--- src/hdl/sfcf_defs.vh ---
`ifndef SFCF_DEFS_VH
`define SFCF_DEFS_VH

// Clock and tick timing
`define SFCF_CLK_NS 10
`define SFCF_TICK_NS 500
`define SFCF_TICK_CYC (`SFCF_TICK_NS / `SFCF_CLK_NS)
`define SFCF_TICK_LAST 9'h031

// Pulse lengths in ticks
`define SFCF_SYNC_TICKS 6'h38
`define SFCF_NIB_BASE 6'h0c
`define SFCF_PAUSE_TICKS 6'h0c

// Low time select codes and tick counts
`define SFCF_LOWT_3 2'h0
`define SFCF_LOWT_5 2'h2
`define SFCF_LOWT_6 2'h3
`define SFCF_LOW_3_TICKS 6'h03
`define SFCF_LOW_5_TICKS 6'h05
`define SFCF_LOW_6_TICKS 6'h06

// Fast channel format codes
`define SFCF_FMT_SINGLE 2'h0
`define SFCF_FMT_SECURE 2'h1
`define SFCF_FMT_DUAL 2'h2
`define SFCF_FMT_SECOND 2'h3

// Data nibble counts
`define SFCF_NDATA_3 4'h3
`define SFCF_NDATA_6 4'h6

// Secondary value select codes
`define SFCF_SEC_TEMP 2'h0
`define SFCF_SEC_FIELD 2'h1
`define SFCF_SEC_ANGLE 2'h2

// CRC
`define SFCF_CRC_SEED 4'h5
`define SFCF_CRC_POLY 4'hd

// Sample FIFO
`define SFCF_FIFO_WIDTH 24
`define SFCF_FIFO_DEPTH 4

`endif

--- src/hdl/sfcf_fifo.v ---
`timescale 1ns/1ps
`default_nettype none

module sfcf_fifo #(
	parameter WIDTH = 24,
	parameter DEPTH = 4,
	parameter AW = 2
) (
	// Clock and reset
	input wire clk_sys_i,
	input wire reset_i,
	// Fill side
	input wire in_valid_i,
	output wire in_ready_o,
	input wire [WIDTH-1:0] in_data_i,
	// Drain side
	output wire out_valid_o,
	input wire out_ready_i,
	output wire [WIDTH-1:0] out_data_o
);

	reg [WIDTH-1:0] mem_q [0:DEPTH-1];
	reg [AW-1:0] wr_q;
	reg [AW-1:0] rd_q;
	reg [AW:0] cnt_q;
	wire push;
	wire pop;

	assign in_ready_o = (cnt_q != DEPTH[AW:0]);
	assign out_valid_o = (cnt_q != {(AW+1){1'b0}});
	assign out_data_o = mem_q[rd_q];
	assign push = in_valid_i && in_ready_o;
	assign pop = out_valid_o && out_ready_i;

	always @(posedge clk_sys_i) begin
		if (push) begin
			mem_q[wr_q] <= in_data_i;
		end
	end

	always @(posedge clk_sys_i) begin
		if (reset_i) begin
			wr_q <= {AW{1'b0}};
			rd_q <= {AW{1'b0}};
			cnt_q <= {(AW+1){1'b0}};
		end else begin
			if (push) begin
				wr_q <= wr_q + 1'b1;
			end
			if (pop) begin
				rd_q <= rd_q + 1'b1;
			end
			if (push && !pop) begin
				cnt_q <= cnt_q + 1'b1;
			end else if (pop && !push) begin
				cnt_q <= cnt_q - 1'b1;
			end
		end
	end

endmodule // sfcf_fifo

`default_nettype wire

--- src/hdl/sfcf_framer.v ---
// How it works
// - Dual-channel formats send six data nibbles between status and CRC
// - Dual-throttle: first three nibbles position, next three its negation
// - Position goes out MSN first in pulses three, four, five
// - Negated value goes out LSN first in pulses six, seven, eight
// - Secondary variant carries temperature, field or angle, picked by two select bits
// - Secondary value goes out LSN first in pulses six to eight
// - Transmitted position is limited to the low and high clamp values
// - Status bits 1:0 follow error setting, bits 3:2 follow serial setting
// - Every frame ends its data with a CRC nibble, variant chosen
// - Pause pulse follows CRC only when enabled, else next frame starts if a sample is queued, otherwise the line goes idle
// - Single-channel format sends three position nibbles, CRC, optional pause
// - Two-bit format field selects single, dual-throttle or secondary layout; the secure code sends the single layout
// - CRC select low picks the newer CRC, high the legacy CRC
// - Pause enable low gives back-to-back frames while samples are queued, high adds a pause
`timescale 1ns/1ps
`default_nettype none
`include "sfcf_defs.vh"

module sfcf_framer (
	// Clock and reset
	input wire clk_sys_i,
	input wire reset_i,
	// Measurement samples
	input wire sample_valid_i,
	output wire sample_ready_o,
	input wire [11:0] position_i,
	input wire [11:0] temperature_i,
	input wire [11:0] field_amp_i,
	input wire [11:0] angle2_i,
	// Setup
	input wire [1:0] fast_format_i,
	input wire [1:0] low_time_sel_i,
	input wire crc_legacy_i,
	input wire pause_pulse_enable_i,
	input wire err_status_en_i,
	input wire serial_en_i,
	input wire [1:0] secondary_sel_i,
	input wire [11:0] clamp_low_i,
	input wire [11:0] clamp_high_i,
	// Status sources
	input wire err_sensor_i,
	input wire err_func_i,
	input wire [1:0] serial_bits_i,
	// Line and state
	output wire sent_o,
	output wire frame_start_o,
	output wire busy_o
);

	////////////////////////////////////////////////////////////////////////////
	// States

	localparam [3:0] ST_IDLE = 4'h1;
	localparam [3:0] ST_SYNC = 4'h2;
	localparam [3:0] ST_NIB = 4'h4;
	localparam [3:0] ST_PAUSE = 4'h8;
	localparam [8:0] TICK_LAST = `SFCF_TICK_LAST;

	reg [3:0] state_q;
	reg [8:0] tick_cyc_q;
	reg [5:0] tick_in_q;
	reg [5:0] pulse_len_q;
	reg [3:0] nib_idx_q;
	reg [1:0] fmt_q;
	reg [11:0] pos_q;
	reg [11:0] sec_q;
	reg [3:0] status_q;
	reg [3:0] crc_q;
	reg line_q;
	reg start_q;

	////////////////////////////////////////////////////////////////////////////
	// Functions

	// One CRC step: multiply by x^4 modulo the polynomial, then add nibble
	function [3:0] crc_step;
		input [3:0] c;
		input [3:0] d;
		integer i;
		reg [3:0] t;
		begin
			t = c;
			for (i = 0; i < 4; i = i + 1) begin
				t = {t[2:0], 1'b0} ^ (t[3] ? `SFCF_CRC_POLY : 4'h0);
			end
			crc_step = t ^ d;
		end
	endfunction

	function [3:0] ndata_of;
		input [1:0] fmt;
		begin
			if (fmt == `SFCF_FMT_DUAL || fmt == `SFCF_FMT_SECOND) begin
				ndata_of = `SFCF_NDATA_6;
			end else begin
				ndata_of = `SFCF_NDATA_3;
			end
		end
	endfunction

	// Data nibble k (1-based) of a frame
	function [3:0] data_nib;
		input [1:0] fmt;
		input [3:0] k;
		input [11:0] pos;
		input [11:0] sec;
		reg [11:0] v;
		begin
			v = (fmt == `SFCF_FMT_DUAL) ? ~pos : sec;
			case (k)
				4'h1: data_nib = pos[11:8];
				4'h2: data_nib = pos[7:4];
				4'h3: data_nib = pos[3:0];
				4'h4: data_nib = v[3:0];
				4'h5: data_nib = v[7:4];
				4'h6: data_nib = v[11:8];
				default: data_nib = 4'h0;
			endcase
		end
	endfunction

	////////////////////////////////////////////////////////////////////////////
	// Sample path: clamp, secondary select, FIFO

	reg [11:0] pos_clamped;
	reg [11:0] sec_pick;
	wire fifo_valid;
	wire fifo_pop;
	wire [23:0] fifo_data;

	always @* begin
		if (position_i < clamp_low_i) begin
			pos_clamped = clamp_low_i;
		end else if (position_i > clamp_high_i) begin
			pos_clamped = clamp_high_i;
		end else begin
			pos_clamped = position_i;
		end
		case (secondary_sel_i)
			`SFCF_SEC_FIELD: sec_pick = field_amp_i;
			`SFCF_SEC_ANGLE: sec_pick = angle2_i;
			default: sec_pick = temperature_i;
		endcase
	end

	sfcf_fifo #(
		.WIDTH(`SFCF_FIFO_WIDTH),
		.DEPTH(`SFCF_FIFO_DEPTH),
		.AW(2)
	) u_fifo (
		.clk_sys_i(clk_sys_i),
		.reset_i(reset_i),
		.in_valid_i(sample_valid_i),
		.in_ready_o(sample_ready_o),
		.in_data_i({pos_clamped, sec_pick}),
		.out_valid_o(fifo_valid),
		.out_ready_i(fifo_pop),
		.out_data_o(fifo_data)
	);

	////////////////////////////////////////////////////////////////////////////
	// Tick timing

	reg [5:0] low_ticks;
	wire tick;
	wire pulse_end;
	wire in_frame;
	wire [3:0] ndata;
	wire [3:0] next_idx;
	wire [3:0] crc_final;
	wire [3:0] status_nib;

	always @* begin
		case (low_time_sel_i)
			`SFCF_LOWT_5: low_ticks = `SFCF_LOW_5_TICKS;
			`SFCF_LOWT_6: low_ticks = `SFCF_LOW_6_TICKS;
			default: low_ticks = `SFCF_LOW_3_TICKS;
		endcase
	end

	assign in_frame = (state_q != ST_IDLE);
	assign tick = in_frame && (tick_cyc_q == TICK_LAST);
	assign pulse_end = tick && (tick_in_q == pulse_len_q - 6'h01);
	assign ndata = ndata_of(fmt_q);
	assign next_idx = nib_idx_q + 4'h1;
	assign crc_final = crc_legacy_i ? crc_q : crc_step(crc_q, 4'h0);
	assign status_nib[1:0] = err_status_en_i ? {err_func_i, err_sensor_i} : 2'h0;
	assign status_nib[3:2] = serial_en_i ? serial_bits_i : 2'h0;

	// Next frame may start only with a fresh sample in hand
	reg start_now;
	always @* begin
		start_now = 1'b0;
		if (state_q == ST_IDLE) begin
			start_now = fifo_valid;
		end else if (pulse_end && state_q == ST_PAUSE) begin
			start_now = fifo_valid;
		end else if (pulse_end && state_q == ST_NIB && nib_idx_q == ndata + 4'h1) begin
			start_now = fifo_valid && !pause_pulse_enable_i;
		end
	end
	assign fifo_pop = start_now;

	////////////////////////////////////////////////////////////////////////////
	// Frame sequencer

	always @(posedge clk_sys_i) begin
		if (reset_i) begin
			state_q <= ST_IDLE;
			tick_cyc_q <= 9'h000;
			tick_in_q <= 6'h00;
			pulse_len_q <= `SFCF_SYNC_TICKS;
			nib_idx_q <= 4'h0;
			fmt_q <= `SFCF_FMT_SINGLE;
			pos_q <= 12'h000;
			sec_q <= 12'h000;
			status_q <= 4'h0;
			crc_q <= `SFCF_CRC_SEED;
			line_q <= 1'b1;
			start_q <= 1'b0;
		end else begin
			start_q <= start_now;
			if (start_now) begin
				state_q <= ST_SYNC;
				tick_cyc_q <= 9'h000;
				tick_in_q <= 6'h00;
				pulse_len_q <= `SFCF_SYNC_TICKS;
				nib_idx_q <= 4'h0;
				fmt_q <= fast_format_i;
				pos_q <= fifo_data[23:12];
				sec_q <= fifo_data[11:0];
				status_q <= status_nib;
				crc_q <= `SFCF_CRC_SEED;
				line_q <= 1'b0;
			end else if (in_frame) begin
				tick_cyc_q <= tick ? 9'h000 : tick_cyc_q + 9'h001;
				if (pulse_end) begin
					tick_in_q <= 6'h00;
					line_q <= 1'b0;
					case (state_q)
						ST_SYNC: begin
							state_q <= ST_NIB;
							nib_idx_q <= 4'h0;
							pulse_len_q <= `SFCF_NIB_BASE + {2'h0, status_q};
						end
						ST_NIB: begin
							if (nib_idx_q == ndata + 4'h1) begin
								if (pause_pulse_enable_i) begin
									state_q <= ST_PAUSE;
									pulse_len_q <= `SFCF_PAUSE_TICKS;
								end else begin
									state_q <= ST_IDLE;
									line_q <= 1'b1;
								end
							end else if (nib_idx_q == ndata) begin
								nib_idx_q <= next_idx;
								pulse_len_q <= `SFCF_NIB_BASE + {2'h0, crc_final};
							end else begin
								nib_idx_q <= next_idx;
								pulse_len_q <= `SFCF_NIB_BASE
									+ {2'h0, data_nib(fmt_q, next_idx, pos_q, sec_q)};
								crc_q <= crc_step(crc_q, data_nib(fmt_q, next_idx, pos_q, sec_q));
							end
						end
						default: begin
							state_q <= ST_IDLE;
							line_q <= 1'b1;
						end
					endcase
				end else if (tick) begin
					tick_in_q <= tick_in_q + 6'h01;
					if (tick_in_q + 6'h01 == low_ticks) begin
						line_q <= 1'b1;
					end
				end
			end else begin
				line_q <= 1'b1;
			end
		end
	end

	assign sent_o = line_q;
	assign frame_start_o = start_q;
	assign busy_o = in_frame;

endmodule // sfcf_framer

`default_nettype wire

--- config.mk ---
export PLATFORM = sky130hd
export DESIGN_NAME = sfcf_framer
export DESIGN_NICKNAME = d
export VERILOG_FILES = /design/src/hdl/sfcf_fifo.v /design/src/hdl/sfcf_framer.v
export VERILOG_INCLUDE_DIRS = /design/src /design/src/hdl
export SDC_FILE = /design/constraint.sdc
export NUM_CORES = 1
export LEC_CHECK = 0
export BUFFER_PORTS_ARGS = -buffer_cell sky130_fd_sc_hd__buf_4
export CORE_MARGIN = 2
export CORE_UTILIZATION = 41
export DETAILED_ROUTE_END_ITERATION = 12
export MAX_ROUTING_LAYER = met4
export PLACE_DENSITY = 0.6
export RECOVER_POWER = 25
export SLEW_MARGIN = 20
export SYNTH_ARGS = -nofsm -noshare
export SYNTH_HDL_FRONTEND = slang
export SYNTH_SLANG_ARGS = --single-unit
--- constraint.sdc ---
create_clock -name clk_sys_i -period 3.8 [get_ports clk_sys_i]
set_input_delay 0.57 -clock clk_sys_i [delete_from_list [all_inputs] [get_ports clk_sys_i]]
set_output_delay 0.57 -clock clk_sys_i [all_outputs]
set_load 0.02 [all_outputs]
* Yosys cells after proc, flatten, opt, wreduce, memory -nomap -nowiden
Memories as Yosys holds them, arrays and structs flattened. A register that Yosys moved wholly into a read port is not among the register bits.
Index checks and enable logic that the tools add are counted.
** Word-level totals
- Input bits :: 89
- Bits in registers :: 48
- Logic and storage cells :: 145
- Memories kept :: 1
- RAM bits :: 96
- Output and inout port bits :: 4
** Operators by class
- Bitwise logic cells :: 8
- Multiplexer cells :: 51
- Equality and inequality tests :: 29
- Order comparisons :: 2
- Reductions and logical operators :: 28
- Add/subtract/negate cells :: 12
** Memory list
- u_fifo.mem_q :: depth 4, width 24, read ports 1, clocked after memory_dff 1, write ports 1, RTL line sfcf_fifo.v:22 : reg [WIDTH-1:0] mem_q [0:DEPTH-1];
** Operator list (number)
- $mux W4 :: 15
- $mux W12 :: 3
- $mux W6 :: 4
- $pmux W12 S2 :: 1
- $pmux W4 S6 :: 1
- $xor A4 B4 Y4 :: 5
- $eq A4 B3 Y1 const B :: 4
- $pmux W4 S2 :: 2
- $add A4 B4 Y5 const A :: 3
- $eq A4 B2 Y1 const B :: 3
- $eq A6 B6 Y1 :: 2
- $gt A12 B12 Y1 :: 1
- $lt A12 B12 Y1 :: 1
- $mux W1 :: 12
- $not A12 Y12 :: 1
- $pmux W6 S2 :: 1
- $eq A2 B2 Y1 const B :: 5
- $logic_and A1 B1 Y1 :: 10
- $mux W2 :: 5
- $reduce_bool A2 Y1 :: 5
- $add A9 B1 Y9 const B :: 1
- $eq A9 B6 Y1 const B :: 1
- $mux W3 :: 3
- $mux W9 :: 1
- other kinds (29) :: 40

* Longest topological paths before layout
Gate-level depths: netlist (run 1).
- Word-level depth :: 15
- Gate-level depth with buffers :: 13
- Mapped depth without buffers :: 13

* Cells and area by module
Synthesis (run 1) repeated with hierarchy kept, for this count alone.
** Unflattened totals
- Cell total of the unflattened synthesis :: 734
- Area total of the unflattened synthesis :: 8589.5 um^2
** Modules (own cells, without submodules)
- sfcf_framer :: times used 1, area an instance 4608.2 um^2, cells each 560
- sfcf_fifo :: times used 1, area an instance 3981.3 um^2, cells each 174

* Worst setup path before layout (run 1)
OpenSTA, ideal clock, no wires.
- Path type :: flip-flop to flip-flop
- Start point :: register nib_idx_q[0]
- End point :: register u_fifo.cnt_q[2]
- Buffers on the path :: 1
- Arrival :: 2985 ps
- Data required time :: 3730 ps
- Stages on the path, launching flop included :: 13
- Slack :: 745 ps
- Period minus slack after synthesis :: 3055 ps
- Cells stage by stage :: dfxtp_1 -> buf_2 -> or3_1 -> a21o_1 -> or4b_4 -> a2111oi_4 -> a21oi_2 -> ha_1 -> inv_1 -> fa_1 -> xor2_1 -> or3_1 -> a21oi_1
** On the way
- Cells in the longest elaborated chain, start to end :: 9
- Elaborated cells between the ends (all ways) :: 11
** Ends and longest elaborated chain
- from (decl) :: RTL line sfcf_framer.v:64 : reg [3:0] nib_idx_q;
- from (signal assigned) :: RTL line sfcf_framer.v:257 : nib_idx_q <= next_idx;
- from (signal assigned) :: RTL line sfcf_framer.v:260 : nib_idx_q <= next_idx;
- $eq A4 B4 Y1 * :: RTL line sfcf_framer.v:199 : end else if (pulse_end && state_q == ST_NIB && nib_idx_q == ndata + 4'h1) begin
- $logic_and A1 B1 Y1 * :: RTL line sfcf_framer.v:199
- $mux W1 * :: RTL line sfcf_framer.v:199
- $mux W1 * :: RTL line sfcf_framer.v:197 : end else if (pulse_end && state_q == ST_PAUSE) begin
- $mux W1 * :: RTL line sfcf_framer.v:195 : if (state_q == ST_IDLE) begin
- $logic_and A1 B1 Y1 * :: RTL line sfcf_fifo.v:33 : assign pop = out_valid_o && out_ready_i;
- $logic_not A1 Y1 :: RTL line sfcf_fifo.v:53 : if (push && !pop) begin
- $logic_and A1 B1 Y1 :: RTL line sfcf_fifo.v:53
- $mux W3 or $reduce_bool A2 Y1 (tied branches)
- to (signal assigned) :: RTL line sfcf_fifo.v:45 : cnt_q <= {(AW+1){1'b0}};
- to (signal assigned) :: RTL line sfcf_fifo.v:54 : cnt_q <= cnt_q + 1'b1;
- to (signal assigned) :: RTL line sfcf_fifo.v:56 : cnt_q <= cnt_q - 1'b1;
- to (decl) :: RTL line sfcf_fifo.v:25 : reg [AW:0] cnt_q;
Mark *: on every way between the ends. The rest lies on a longest branch, timed or not.
A chain may end at the register's enable or synchronous reset.

* Final worst setup path (run 1)
Same ends and word-level chain as after synthesis.

==> results of run 1 <==
==> power breakdown <==
part	internal, mW	leakage (nW)	switching, mW	total [mW]
Clock	1.06	0.293	0.741	1.80
Combinational	0.626	2.04	0.761	1.39
Sequential	2.24	1.47	0.183	2.42
Total	3.92	3.80	1.68	5.61
==> worst max-delay path: stages (launching register included) <==
cell and delay, ns:
dfxtp_1 0.42, or3_1 0.42, a21o_1 0.22, or4b_4 0.50, a2111oi_4 0.40, a21oi_2 0.20
ha_1 0.26, inv_1 0.08, fa_1 0.18, xor2_1 0.07, or3_1 0.31, a21oi_1 0.16
==> routing by layer <==
metal / GRT usage (%) / vias up / share of wire, %
met5: - / - / 0
met4: 5.680 / 0 / 1.4
met3: 3.385 / 17 / 3.0
met2: 30.75 / 88 / 50
met1: 21.47 / 2856 / 46
li1: - / 2889 / -
==> synthesized netlist by cell type (5+ instances only) <==
library cell  count
a211oi_1          7
a21o_1           11
a21oi_1          31
a221oi_1          5
a22o_1           26
a22oi_1          12
and3_1           11
clkbuf_1         26
dfxtp_1          72
edfxtp_1         96
ha_1             41
inv_1            41
mux2i_1          26
mux4_2           24
nand2_1          39
nand2b_1         16
nand3_1          17
nand4_1           6
nor2_1           50
nor3_1           16
o21ai_0          29
xnor2_1          15
xor2_1           13
==> path summary, 6_finish.rpt <==
check / startpoint / endpoint / cells past startpoint
worst max register to register: nib_idx_q[0] / u_fifo.cnt_q[2] / 11
worst min register to register: sec_q[0] / sec_q[0] / 1
worst max-delay path: nib_idx_q[0] / u_fifo.cnt_q[2] / 11
worst min-delay path: fast_format_i[0] / fmt_q[0] / 2
==> flip-flops by register name, summed over array words and instances (netlist names), 2 cells and up <==
signal / count
u_fifo.mem_q: 96
pos_q: 12
sec_q: 12
tick_cyc_q: 9
pulse_len_q: 6
tick_in_q: 6
crc_q: 4
nib_idx_q: 4
state_q: 4
status_q: 4
u_fifo.cnt_q: 3
fmt_q: 2
u_fifo.rd_q: 2
u_fifo.wr_q: 2
==> cells by family (layout without fill, tap and decap cells) <==
| kind of cell | Yosys count | count (layout) | synth area share, % |
|---|---|---|---|
| compound gates | 159 | 159 | 13.65 |
| mux | 53 | 53 | 9.970 |
| flops | 168 | 168 | 51.66 |
| buf+inv | 77 | 179 | 3.737 |
| fa+ha+maj | 42 | 42 | 6.368 |
| simple gates | 190 | 190 | 11.69 |
| xor+xnor | 28 | 28 | 2.930 |
==> through the flow <==
| step | util [%] | setup WS, ns |
|---|---|---|
| floorplan | - | 0.7449 |
| global placement | 46.55 | 0.5761 |
| detailed placement | 46.55 | 0.5100 |
| CTS | 49.63 | 0.4975 |
| global route | 49.51 | 0.3318 |
| finish | 49.51 | 0.4981 |
==> layout make-up <==
class / count / area, µm²
fill: 1785 / 10150
sequential: 168 / 4324
multi-input combinational: 472 / 3746
timing repair buffer: 106 / 773.2
clock buffer: 19 / 432.9
tap: 270 / 337.8
clock inverter: 13 / 186.4
inverter: 41 / 153.9
==> summary.md, run 1 <==
| Metric | Value |
|---|---|
| Status | finished, violations left |
| Failing checks | max-capacitance violations, max-slew violations |
| Max FO, Critical Path | 12 |
| Startpoint Class | flip-flop |
| Post-synth top area cell | edfxtp_1 |
| # DRC | 0 |
| Post-Route WL | 17950 µm |
| Die Ht | 146.9 µm |
| Crit path DAT | 3.65 ns |
| Global-route wire length before repair | 30210 µm |
| Vias | 5850 |
| Worst Hold Class | input port to flip-flop |
| Unrepaired setup endpoints after global routing | no |
| VDD IR max | 0.2647 mV |
| Worst setup EP type | flip-flop |
| CTS Sinks | 168 |
| # nets final | 937 |
| Commonest non-fill, non-tap cell in the layout | buf_4 |
| Max Clock Skew | 0.01021 ns |
| Placed instance area | 0.009358 mm² |
| Top-area cell type share of the netlist area | 34.44% |
| Setup Crit Path Kind | flip-flop to flip-flop |
| Routed WL per cell | 16.48 µm |
| Die area | 0.02158 mm² |
| Routability cong. | 0.8708 |
| Worst slew pin tran | 1.626 ns |
| Post-CTS setup buffer count | 0 |
| Share of cells above drive strength 1 | 20.27% |
| Placed instance count | 1057 |
| Remaining Overflow, GRT | 0 |
| Antenna Violating Nets Remaining | 0 |
| H-tree levels | 4 |
| Vias in the first global route | 6151 |
| Worst-Skew Late Latency | 0.42 ns |
| Overall Power | 5.608 mW |
| 1st-iter DRT viols | 332 |
| Syn nets | 848 |
| GR Util All Layers | 17.94% |
| Fin cells | 1089 |
| Area growth, synth to finish | 18.92% |
| Crit path time final | 3.302 ns |
| Slew Limit Fails | 75 |
| Hpwl dp | 12900 µm |
| Sequential area share after synthesis | 51.66% |
| Starting Density | 41.64% |
| Area contributors post-synth | edfxtp_1, dfxtp_1, mux4_2 |
| Commonest non-fill, non-tap cells in the layout | buf_4, edfxtp_1, dfxtp_1 |
| Resize count post-CTS | 0 |
| Post-synth EDFFs | 96 |
| Initial antenna violation count | 0 |
| Syn Area/Cell | 11.67 µm² |
| TritonRoute pass-1 iters | 4 |
| Tcrit/Tclk final | 86.89% |
| Final Hold Vio Count | 0 |
| Die Width | 146.9 µm |
| Pin count of the biggest net entering global routing | 27 |
| Synth async-reset ratio | 0% |
| PwrDens | 563.3 mW/mm² |
| CTS Hold Bufs | 0 |
| Post-DR vias/cell | 5.372 |
| Peak Freq | 302.9 MHz |
| Root buffer cell | clkbuf_16 |
| Seq cells post-synth | 168 |
| Port Buffer Count | 92 |
| CTS clk-pin slew, worst paths | 0.07 ns |
| Yosys cell types | 70 |
| Antenna Cells | 0 |
| Hold_ws | 0.3839 ns |
| IO Pins | 93 |
| Max Cap Viol | 3 |
| Total negative slack | 0 ns |
| Clock buffer depth | 2 |
| Std cell rows | 52 |
| FF-to-FF setup slack | 0.50 ns |
| Rel. slew slack | -8.385% |
| WP data required | 4.15 ns |
| Static Leak | 3.804 nW |
| Post-Synthesis Cells | 717 |
| TritonCTS clock tree | yes |
| Synth Cell Area | 0.008371 mm² |
| Core Region | 0.02010 mm² |
| Finished Cell Area | 0.009955 mm² |
| Setup violations, final | 0 |
| Top FF cell, synth | edfxtp_1 |
| Synth Warn # | 0 |
| TritonCTS buffer count | 17 |
Power figures use the tool's default switching activity.
==> run 2, diff against run 1 <==
==> constraint.sdc (replaced) <==
create_clock -name clk_sys_i -period 3.4 [get_ports clk_sys_i]
set_input_delay 0.51 -clock clk_sys_i [delete_from_list [all_inputs] [get_ports clk_sys_i]]
set_output_delay 0.51 -clock clk_sys_i [all_outputs]
set_load 0.02 [all_outputs]
==> run 2 against run 1 <==
Compared with the run above:
- the flow still finishes with violations (max-capacitance violations, max-slew violations)
- sequential share of layout area is 0.082 points lower
- largest power group unchanged
- sequential power is 12% higher
- cell count is 0.73% higher
- non-clock buffer count grew 8
- hold slack worse by 0.071 ns
- largest cell class unchanged
- setup slack got worse by 0.28 ns
==> summary.md, run 2 (synthesized netlist as in run 1, its figures left out) <==
| Metric | Value |
|---|---|
| Starting Density | 41.64% (unchanged) |
| Post-layout util | 49.61% (+0.093 points) |
| Std cell rows | 52 (unchanged) |
| Rel. slew slack | -6.470% (+1.9 points) |
| Largest register FFs | 96 (unchanged) |
| Worst-Skew Late Latency | 0.43 ns (about the same) |
| Setup Crit Path Kind | flip-flop to flip-flop |
| CTS clk-pin slew, worst paths | 0.06 ns (about the same) |
| Commonest non-fill, non-tap cells in the layout | buf_4, edfxtp_1, dfxtp_1 |
| Final Hold Vio Count | 0 (unchanged) |
| Slew Limit Fails | 50 (-33%) |
| Hold Path Cell Cnt | 2 (unchanged) |
| H-tree levels | 4 (unchanged) |
| Crit path DAT | 3.54 ns (-0.11 ns) |
| Post-Route WL | 18590 µm (+3.6%) |
| Post-Route M1 WL | 8101 µm (-0.98%) |
| Vias in the first global route | 6129 (-0.36%) |
| TritonRoute pass-1 iters | 5 (+1) |
| Finished Cell Area | 0.009973 mm² (+0.19%) |
| Setup violations, final | 0 (unchanged) |
| Die Width | 146.9 µm (unchanged) |
| Max Cap Viol | 2 (-1) |
| Most used cell, CP | or3_1 |
| Detail Route met3 WL | 677 µm (+24%) |
| # nets final | 945 (+0.85%) |
| Share of cells above drive strength 1 | 21.16% (+0.89 points) |
| Static Leak | 3.822 nW (+0.47%) |
| WP data required | 3.76 ns (-0.39 ns) |
| Tcrit/Tclk final | 93.58% (+6.7 points) |
| Max FO, Critical Path | 10 (-2) |
| Antenna Cells | 0 (unchanged) |
| Fin cells | 1097 (+0.73%) |
| Top routing layer in use | met4 |
| FF-to-FF End | u_fifo.cnt_q[2] |
| Commonest non-fill, non-tap cell in the layout | buf_4 |
| Largest Register | u_fifo.mem_q |
| Status | finished, violations left |
| Hold wc startpoint | fast_format_i[0] |
| Hold Crit Endpoint | fmt_q[0] |
| Placed instance count | 1065 (+0.76%) |
| Area of the multi-input gates | 0.003746 mm² (unchanged) |
| Remaining Overflow, GRT | 0 (unchanged) |
| Area growth, synth to finish | 19.15% |
| Core Region | 0.02010 mm² (unchanged) |
| Fill cells | 1800 (+0.84%) |
| 1st-iter DRT viols | 375 (+13%) |
| Slowest cell on the critical path | or4b_4 |
| Worst Hold Class | input port to flip-flop |
| Critical-path cell list | or3_1 > a21o_1 > or4b_4 > a2111oi_4 > a21oi_2 > ha_1 > inv_1 > fa_1 > xor2_1 > or3_1 > a21oi_1 |
| Hpwl dp | 13440 µm (+4.2%) |
| Worst setup EP type | flip-flop |
| Root buffer cell | clkbuf_16 |
| Post-DR vias/cell | 5.438 (+1.2%) |
| CTS Hold Bufs | 0 (unchanged) |
| Worst reg2reg path startpoint | nib_idx_q[1] |
| Max Clock Skew | 0.01039 ns (+0.0001844 ns) |
| Placed instance area | 0.009418 mm² (+0.64%) |
| Routed WL per cell | 16.95 µm (+2.8%) |
| Crit path time final | 3.182 ns (-0.1200 ns) |
| PwrDens | 620.5 mW/mm² (+10%) |
| Setup ws final | 0.2181 ns (-0.2800 ns) |
| VDD IR max | 0.3382 mV (+28%) |
| TritonCTS buffer count | 17 (unchanged) |
| Cells on worst reg2reg path | 11 (unchanged) |
| Global-route wire length before repair | 30850 µm (+2.1%) |
| Unrepaired setup endpoints after global routing | no |
| CTS Sinks | 168 (unchanged) |
| Port Buffer Count | 92 (unchanged) |
| # DRC | 0 (unchanged) |
| Largest stage delay on the critical path | 0.50 ns (about the same) |
| DP Worst Slack | 0.2843 ns (-0.2256 ns) |
| IO Pins | 93 (unchanged) |
| Resize count post-CTS | 0 (unchanged) |
| Post-CTS setup buffer count | 0 (unchanged) |
| Pin count of the biggest net entering global routing | 27 (unchanged) |
| Hold_ws | 0.3133 ns (-0.07062 ns) |
| FF-to-FF setup slack | 0.22 ns (-0.28 ns) |
| Initial antenna violation count | 0 (unchanged) |
| Total negative slack | 0 ns (unchanged) |
| GR Util All Layers | 18.59% (+0.65 points) |
| Worst slew pin tran | 1.597 ns (-0.02873 ns) |
| Reg area | 0.004324 mm² (unchanged) |
| Failing checks | max-capacitance violations, max-slew violations |
| Startpoint Class | flip-flop |
| Overall Power | 6.189 mW (+10%) |
| Antenna Violating Nets Remaining | 0 (unchanged) |
| Die area | 0.02158 mm² (unchanged) |
| Met2 WL post-DR | 9612 µm (+7.2%) |
| Leading registers by flop count | u_fifo.mem_q (96), pos_q (12), sec_q (12) |
| Routability cong. | 0.8247 (-5.3%) |
| Clock buffer depth | 2 (unchanged) |
| TritonCTS clock tree | yes |
| Peak Freq | 314.3 MHz (+3.8%) |
| Die Ht | 146.9 µm (unchanged) |
| Vias | 5965 (+2.0%) |
==> run 2: cell count changes in the layout (fill, tap and decap cells not counted), sizes merged <==
cell and delta:
clkbuf -2, clkinvlp +2, buf +9, bufinv -1
==> run 2: power by group <==
group / leakage [nW] / internal, mW / switching [mW] / total, mW
clock: 0.268 / 1.08 / 0.791 / 1.87
combinational: 2.08 / 0.738 / 0.870 / 1.61
sequential: 1.47 / 2.50 / 0.202 / 2.71
==> run 2: how the worst max path moves through the flow <==
stage | depth (start not counted) | start | endpoint | slack (ns)
2_1_floorplan | 12 | nib_idx_q[0] | u_fifo.cnt_q[2] | 0.34
3_3_place_gp | 11 | nib_idx_q[1] | u_fifo.cnt_q[2] | 0.37
3_5_place_dp | 11 | nib_idx_q[1] | u_fifo.cnt_q[2] | 0.28
4_1_cts | 11 | nib_idx_q[1] | u_fifo.cnt_q[2] | 0.22
5_1_grt | 11 | nib_idx_q[1] | u_fifo.cnt_q[2] | 0.08
6_report | 11 | nib_idx_q[1] | u_fifo.cnt_q[2] | 0.22
==> run 2: layout make-up <==
cell class              count  share of cell area [%]
clock inverters            14                   1.455
flip-flops and latches    168                   43.36
repair buffers            114                   8.393
multi-input cells         472                   37.56
inverters                  41                   1.543
well taps                 270                   3.387
clock buffers              18                   4.303
==> run 2: critical path, delay by kind of cell (launching register included) <==
family	cells	cell delay, ns
AO/OA/AOI/OAI	4	0.90
buffers and inverters	1	0.09
flip-flops	1	0.40
adder cells (fa/ha/maj)	2	0.43
XOR/XNOR	1	0.08
AND/OR/NAND/NOR	3	1.20
==> run 2: metal layers <==
layer	up-vias	GRT usage (%)
met5	-	-
met4	0	5.194
met3	15	3.261
met2	121	31.95
met1	2932	22.63
li1	2897	-
